File: src/hw/asf_pkg.sv
package asf_pkg;

    // ------------------------------------------------------------
    // Widths and register layout
    // ------------------------------------------------------------
    localparam int ASF_DW = 8;
    localparam int ASF_AW = 4;
    localparam logic [3:0] ASF_FLAGS_ADDR = 4'h0;
    localparam logic [3:0] ASF_LAST_ADDR = 4'h1;
    localparam int ASF_BIT_SIGN = 4;
    localparam int ASF_BIT_WRAP = 3;
    localparam int ASF_BIT_ZERO = 2;
    localparam int ASF_BIT_HALF = 1;
    localparam int ASF_BIT_CARRY = 0;
    localparam int ASF_NIB = 4;
    localparam logic [7:0] ASF_ZERO_BYTE = 8'h00;
    localparam logic [7:0] ASF_ONE_BYTE = 8'h01;

    // ------------------------------------------------------------
    // Operation codes
    // ------------------------------------------------------------
    typedef enum logic [3:0] {
        ASF_OP_NONE = 4'h0,
        ASF_OP_ADD_ACC_TO_FILE = 4'h1,
        ASF_OP_ADD_LITERAL = 4'h2,
        ASF_OP_LITERAL_MINUS_ACC = 4'h3,
        ASF_OP_FILE_MINUS_ACC = 4'h4,
        ASF_OP_ROTATE_RIGHT = 4'h5,
        ASF_OP_ROTATE_LEFT = 4'h6,
        ASF_OP_CLEAR_FILE = 4'h7,
        ASF_OP_LOGIC_AND = 4'h8,
        ASF_OP_LOGIC_OR = 4'h9,
        ASF_OP_LOGIC_XOR = 4'hA,
        ASF_OP_BIT_CLEAR = 4'hB,
        ASF_OP_BIT_SET = 4'hC,
        ASF_OP_NIBBLE_SWAP = 4'hD,
        ASF_OP_MOVE = 4'hE
    } asf_op_t;

    typedef struct packed {
        logic valid;
        asf_op_t op;
        logic [7:0] opa;
        logic [7:0] opb;
        logic [2:0] bitsel;
        logic dest_flags;
    } asf_req_t;

    typedef struct packed {
        logic valid;
        logic write;
        logic [7:0] data;
    } asf_res_t;

endpackage

File: src/hw/asf_alu_flags.sv
// Strobed register access and the address map were chosen for this implementation.
`timescale 1ns/1ps

// Overview of operation
// [RL1] Flag register as destination: drop result, update flags only; ops that touch no flag write result[4:0] into the flags instead.
// [RL2] Clear of flag register sets zero flag, others unchanged.
// [RL3] Software should use bit/swap/move ops; these touch no flag.
// [RL4] Upper three flag register bits always read zero.
// [RL5] Sign flag follows result most significant bit.
// [RL6] Wrap flag set on signed overflow of seven-bit magnitude.
// [RL7] Zero flag set when arithmetic or logic result is zero.
// [RL8] Half carry from bit three carry out on add and subtract.
// [RL9] Carry from most significant bit carry out on add and subtract.
// [RL10] Subtract adds two's complement; carries mean inverted borrow.
// [RL11] Rotate loads half carry from source bit four or three.
// [RL12] Rotate loads carry from source low or high bit.
// [RL13] Unaffected flags hold; flags have no reset value.
module asf_alu_flags
    import asf_pkg::*;
(
    input wire logic core_clk,
    input wire logic reset,
    input wire asf_req_t req,
    input wire logic [ASF_AW-1:0] reg_addr,
    input wire logic [ASF_DW-1:0] reg_wdata,
    input wire logic reg_wr,
    input wire logic reg_rd,
    output asf_res_t res,
    output logic [ASF_DW-1:0] reg_rdata,
    output logic [4:0] flags
);

    // ------------------------------------------------------------
    // Combinational ALU
    // ------------------------------------------------------------
    logic [7:0] result;
    logic [4:0] flags_r;
    logic [4:0] flags_nxt;
    logic arith;
    logic rotate;
    logic logic_op;
    logic [4:0] low_sum;
    logic [8:0] full_sum;
    logic [7:0] addend;
    logic [7:0] augend;
    logic [7:0] last_op_r;
    logic carry_in;

    always_comb
    begin
        addend = req.opb;
        augend = req.opa;
        carry_in = 1'b0;
        // [RL10] Two's complement subtract
        // Carry-in keeps the no-borrow carry when the subtrahend is zero
        if (req.op == ASF_OP_LITERAL_MINUS_ACC
            || req.op == ASF_OP_FILE_MINUS_ACC)
        begin
            addend = ~req.opb;
            carry_in = 1'b1;
        end
        low_sum = {1'b0, augend[3:0]} + {1'b0, addend[3:0]}
            + {4'h0, carry_in};
        full_sum = {1'b0, augend} + {1'b0, addend} + {8'h00, carry_in};
    end

    always_comb
    begin
        arith = 1'b0;
        rotate = 1'b0;
        logic_op = 1'b0;
        result = req.opa;
        case (req.op)
            ASF_OP_ADD_ACC_TO_FILE, ASF_OP_ADD_LITERAL,
            ASF_OP_LITERAL_MINUS_ACC, ASF_OP_FILE_MINUS_ACC:
            begin
                arith = 1'b1;
                result = full_sum[7:0];
            end
            ASF_OP_ROTATE_RIGHT:
            begin
                rotate = 1'b1;
                result = {flags_r[ASF_BIT_CARRY], req.opa[7:1]};
            end
            ASF_OP_ROTATE_LEFT:
            begin
                rotate = 1'b1;
                result = {req.opa[6:0], flags_r[ASF_BIT_CARRY]};
            end
            ASF_OP_CLEAR_FILE:
            begin
                logic_op = 1'b1;
                result = ASF_ZERO_BYTE;
            end
            ASF_OP_LOGIC_AND:
            begin
                logic_op = 1'b1;
                result = req.opa & req.opb;
            end
            ASF_OP_LOGIC_OR:
            begin
                logic_op = 1'b1;
                result = req.opa | req.opb;
            end
            ASF_OP_LOGIC_XOR:
            begin
                logic_op = 1'b1;
                result = req.opa ^ req.opb;
            end
            // [RL3] Bit, swap and move ops leave the flags alone
            ASF_OP_BIT_CLEAR:
            begin
                result = req.opa & ~(ASF_ONE_BYTE << req.bitsel);
            end
            ASF_OP_BIT_SET:
            begin
                result = req.opa | (ASF_ONE_BYTE << req.bitsel);
            end
            ASF_OP_NIBBLE_SWAP:
            begin
                result = {req.opa[3:0], req.opa[7:4]};
            end
            ASF_OP_MOVE:
            begin
                result = req.opa;
            end
            default:
            begin
                result = req.opa;
            end
        endcase
    end

    always_comb
    begin
        // [RL13] Default is hold
        flags_nxt = flags_r;
        if (req.valid && (arith || logic_op || rotate))
        begin
            // [RL5] Sign; [RL2] a clear moves only the zero flag
            if (req.op != ASF_OP_CLEAR_FILE)
            begin
                flags_nxt[ASF_BIT_SIGN] = result[7];
            end
            // [RL7] Zero
            flags_nxt[ASF_BIT_ZERO] = (result == ASF_ZERO_BYTE);
        end
        if (req.valid && arith)
        begin
            // [RL6] Signed overflow: like signs in, other sign out
            flags_nxt[ASF_BIT_WRAP] = (augend[7] == addend[7])
                && (result[7] != augend[7]);
            // [RL8] Half carry out of bit three
            flags_nxt[ASF_BIT_HALF] = low_sum[ASF_NIB];
            // [RL9] Carry out of bit seven
            flags_nxt[ASF_BIT_CARRY] = full_sum[8];
        end
        if (req.valid && rotate)
        begin
            // [RL11] Half carry from source bit four or three
            flags_nxt[ASF_BIT_HALF] = (req.op == ASF_OP_ROTATE_RIGHT)
                ? req.opa[ASF_BIT_SIGN] : req.opa[ASF_BIT_WRAP];
            // [RL12] Carry from low or high source bit
            flags_nxt[ASF_BIT_CARRY] = (req.op == ASF_OP_ROTATE_RIGHT)
                ? req.opa[0] : req.opa[7];
        end
        // [RL1] Flag-neutral op aimed at flags: result[4:0] loaded; flag-affecting ops drop it
        // [RL2] Clear of flags thus only sets zero
        if (req.valid && req.dest_flags && !(arith || logic_op || rotate))
        begin
            flags_nxt = result[4:0];
        end
        else if (reg_wr && reg_addr == ASF_FLAGS_ADDR)
        begin
            // Core write lands only if no instruction owns the flags
            if (!(req.valid && (arith || logic_op || rotate)))
            begin
                flags_nxt = reg_wdata[4:0];
            end
        end
    end

    // ------------------------------------------------------------
    // State
    // ------------------------------------------------------------
    // [RL13] No reset: flags power up unknown
    always_ff @(posedge core_clk)
    begin
        flags_r <= flags_nxt;
    end

    always_ff @(posedge core_clk)
    begin
        flags <= flags_nxt;
    end

    always_ff @(posedge core_clk)
    begin
        if (reset)
        begin
            res <= '0;
        end
        else
        begin
            res.valid <= req.valid;
            // [RL1] Suppress result write when flags are destination
            res.write <= req.valid && !req.dest_flags;
            res.data <= result;
        end
    end

    always_ff @(posedge core_clk)
    begin
        if (reset)
        begin
            last_op_r <= ASF_ZERO_BYTE;
        end
        else if (req.valid)
        begin
            last_op_r <= {4'h0, req.op};
        end
    end

    // ------------------------------------------------------------
    // Register read port
    // ------------------------------------------------------------
    always_ff @(posedge core_clk)
    begin
        if (reset)
        begin
            reg_rdata <= ASF_ZERO_BYTE;
        end
        else if (reg_rd)
        begin
            if (reg_addr == ASF_FLAGS_ADDR)
            begin
                // [RL4] Bits 7-5 read zero
                reg_rdata <= {3'h0, flags_r};
            end
            else if (reg_addr == ASF_LAST_ADDR)
            begin
                reg_rdata <= last_op_r;
            end
            else
            begin
                reg_rdata <= ASF_ZERO_BYTE;
            end
        end
        else
        begin
            reg_rdata <= ASF_ZERO_BYTE;
        end
    end

endmodule // asf_alu_flags

File: config.mk
export PLATFORM = sky130hd
export DESIGN_NAME = asf_alu_flags
export DESIGN_NICKNAME = d
export VERILOG_FILES = /design/src/hw/asf_pkg.sv /design/src/hw/asf_alu_flags.sv
export SDC_FILE = /design/constraint.sdc
export NUM_CORES = 1
export LEC_CHECK = 0
export BUFFER_PORTS_ARGS = -buffer_cell sky130_fd_sc_hd__buf_2
export CAP_MARGIN = 20
export CORE_AREA = 8 8 102 76
export DETAILED_ROUTE_END_ITERATION = 10
export DIE_AREA = 0 0 110 84
export GPL_ROUTABILITY_DRIVEN = 1
export PLACE_DENSITY = 0.67
export SYNTH_ARGS = -nofsm -noshare
export SYNTH_HDL_FRONTEND = slang
export SYNTH_SLANG_ARGS = --single-unit
export TNS_END_PERCENT = 20
File: constraint.sdc
create_clock -name core_clk -period 8.65 [get_ports core_clk]
set_clock_uncertainty 0.15 [all_clocks]
set_input_delay 0.865 -clock core_clk [delete_from_list [all_inputs] [get_ports core_clk]]
set_output_delay 0.865 -clock core_clk [all_outputs]
set_load 0.01 [all_outputs]
==> results.toml <==
[floorplan]
die_h_um = 84
ios = 64
core_um2 = 6100
start_util_pct = 43.8
dieArea_um2 = 9240
die_w_um = 110
core.rowCount = 24

[critical_path]
crit_path_frequent_cell = "a21oi_1"
cp_max_fo = 41
slowest_stage = "or4b_4"
end_kind = "flip-flop"
cp.required_ns = 8.63
r2r_cells = 6
path_cells = "buf_2 > or4b_4 > and2_1 > xnor2_1 > ha_1 > a21oi_1 > or2_2 > a21oi_1 > a2111oi_2 > nand2_1 > a211oi_1 > o22ai_1"
crit_type = "in -> reg"
worst_path_largest_cell_delay_ns = 0.60
cp_data_arrival_time_ns = 4.54
critPathLaunchType = "input port"

[cts]
cts_tree = "done"
numCtsBuffers = 3
cts_max_level = 1
insertion_delay_ns = 0.26
root_buffer = "clkbuf_8"
cts_buffer_depth = 2
clk_pin_slew_ns = 0.08
post_cts_resized = 0
cts_setup_buffers = 0
hold_buffers = 0
cts_num_sinks = 24

[hold_path]
holdPathStages = 2
hp-class = "reg -> reg"

[synthesis]
synth_edf_count = 0
yosysWarnings = 0
synth_cell_types = 78
syn_avg_cell_area_um2 = 7.60
yosys_most_used_dff = "dfxtp_1"
netlist_area_um2 = 2670
async_flop_share_pct = 0
synth-seq-area-share_pct = 18.0
synth_seq_cells = 24
syn-instance-count = 351

[detailed_routing]
drtAntennaViolNets = 0
drt_iter0_drc = 322
wirelength_mm = 8.57
wl_per_cell_um = 18.6
avgViaCountPerCell = 6.16
drcViolationCount = 0
route.vias.total = 2842
dr.pass1.iters = 5

[placement]
dp.cells = 457
place_congestion = 0.942
dp_hpwl_mm = 6.55
port_buffers = 57

[sta]
min_period_over_period_pct = 52.6
fin_tns_setup_ns = 0
max_slew.worst_pin.slew_ns = 0.876
max_freq_ghz = 0.220
setup_viol = 0
timing.final.crit_period_ns = 4.55
whs_ns = 0.349
drv_slew = 0
rsz0062_at_grt = "no"
hold_viol = 0
slew_headroom_pct = 41.5

[layout]
stdcell_count = 461
n_antenna_cell = 0
layout-drive-gt1-share_pct = 20.4
fin_nets = 436
synthToLayoutAreaGrowth_pct = 10.8
final_util_pct = 48.5

[pwr]
power.density_nw_per_um2 = 126
power_leakage_nw = 1.25
ir_worst_vdd_mv = 0.0699

[global_routing]
grt_use_total_pct = 18.4
antenna_found_initial = 0
globalRouteOverflowTotal = 0
grt_pass1_vias = 2646
grt_max_degree = 48
grt_pass1_wl_mm = 13.7

[run]
drv_cap = 0

[status]
status = "finished, final reports clean"
[through the flow]
stage | cell area (um^2) | setup slack [ns] | total power [mW]
after CTS | 2960 | 4.17 | 0.374
after detailed placement | 2900 | 3.90 | 0.299
final | 2960 | 4.10 | 0.373
after floorplan | 2680 | 4.70 | 0.249
after global routing | 2960 | 3.94 | 0.400
after global placement | 2900 | 4.00 | 0.297
[power by group]
group	internal [mW]	leakage, nW	switching (mW)
Sequential	0.122	0.198	0.00714
Combinational	0.0678	1.02	0.103
Clock	0.0406	0.0288	0.0325
[routing by layer]
layer,track usage (%),vias up,share of wire (%)
met5,0,-,0
met4,4.16,0,1.3
met3,4.71,10,11
met2,26.2,150,43
met1,26.4,1314,45
li1,-,1368,-
[synthesized netlist by cell type (8+ instances only)]
master	instances	share of area [%]
nor2_1	35	4.9
o21ai_0	14	2.6
xnor2_1	11	3.6
buf_2	12	2.3
inv_1	8	1.1
dfxtp_1	24	18
mux2i_1	15	5.6
nor3_1	11	2.1
a21oi_1	22	4.1
nand2_1	25	3.5
nor2b_1	11	2.6
nand2b_1	8	1.9
ha_1	10	4.7
clkbuf_1	11	1.5
[final cells by class]
cell class | instances | area (um^2)
multi-input combinational | 287 | 2000
clock buffer | 4 | 55.1
tap | 78 | 97.6
timing repair buffer | 57 | 285
inverter | 11 | 41.3
sequential | 24 | 480
fill | 620 | 3140
[logic make-up (layout without fill, tap and decap cells)]
group           Yosys count  after routing  share of synthesized area (%)
compound gates          113            113                           31.5
xor+xnor                 14             14                           4.60
flops                    24             24                           18.0
buf+inv                  42             72                           7.46
fa+ha+maj                11             11                           5.44
simple gates            128            128                           25.8
other cells               1              3                          0.141
mux                      18             18                           6.99
[final timing paths]
| kind | slack, ns | from | to |
|---|---|---|---|
| setup / recovery | 4.10 | req[22] | flags[3]$_DFF_P_ |
| hold / removal | 0.35 | last_op_r[0]$_SDFFE_PP0P_ | last_op_r[0]$_SDFFE_PP0P_ |
| setup reg to reg | 6.64 | flags[0]$_DFF_P_ | flags[3]$_DFF_P_ |
| hold reg to reg | 0.35 | last_op_r[0]$_SDFFE_PP0P_ | last_op_r[0]$_SDFFE_PP0P_ |
[registers in the layout, indices dropped and copies added, names as in the netlist]
| signal | count |
|---|---|
| last_op_r | 4 |
| res | 10 |
| flags | 5 |
| reg_rdata | 5 |
[layout by cell type (no fill, tap or decap), types with 3 or more instances in the layout]
cell type,Yosys,layout
a21o_1,3,3
a21oi_1,22,22
a22o_1,3,3
a22oi_1,5,5
a31oi_1,6,6
and2_1,3,3
and3_1,5,5
buf_2,12,57
clkbuf_8,0,4
conb_1,1,3
dfxtp_1,24,24
ha_1,10,10
inv_1,8,8
inv_2,3,3
mux2i_1,15,15
nand2_1,25,25
nand2b_1,8,8
nand3b_1,4,4
nand4_1,3,3
nor2_1,35,35
nor2b_1,11,11
nor3_1,11,11
nor3b_1,6,6
nor4_1,4,4
o2111ai_1,3,3
o211ai_1,6,6
o21a_1,3,3
o21ai_0,14,14
o21bai_1,3,3
o221ai_1,3,3
o22ai_1,6,6
o31ai_1,4,4
xnor2_1,11,11
xor2_1,3,3
[critical path, delay by kind of cell]
kind | cells | cell delay, ns
AND/OR/NAND/NOR | 4 | 1.18
XOR/XNOR | 1 | 0.27
adder cells (fa/ha/maj) | 1 | 0.31
AO/OA/AOI/OAI | 5 | 1.36
buffers and inverters | 1 | 0.54
No activity file was read; power rests on OpenSTA's default activity.
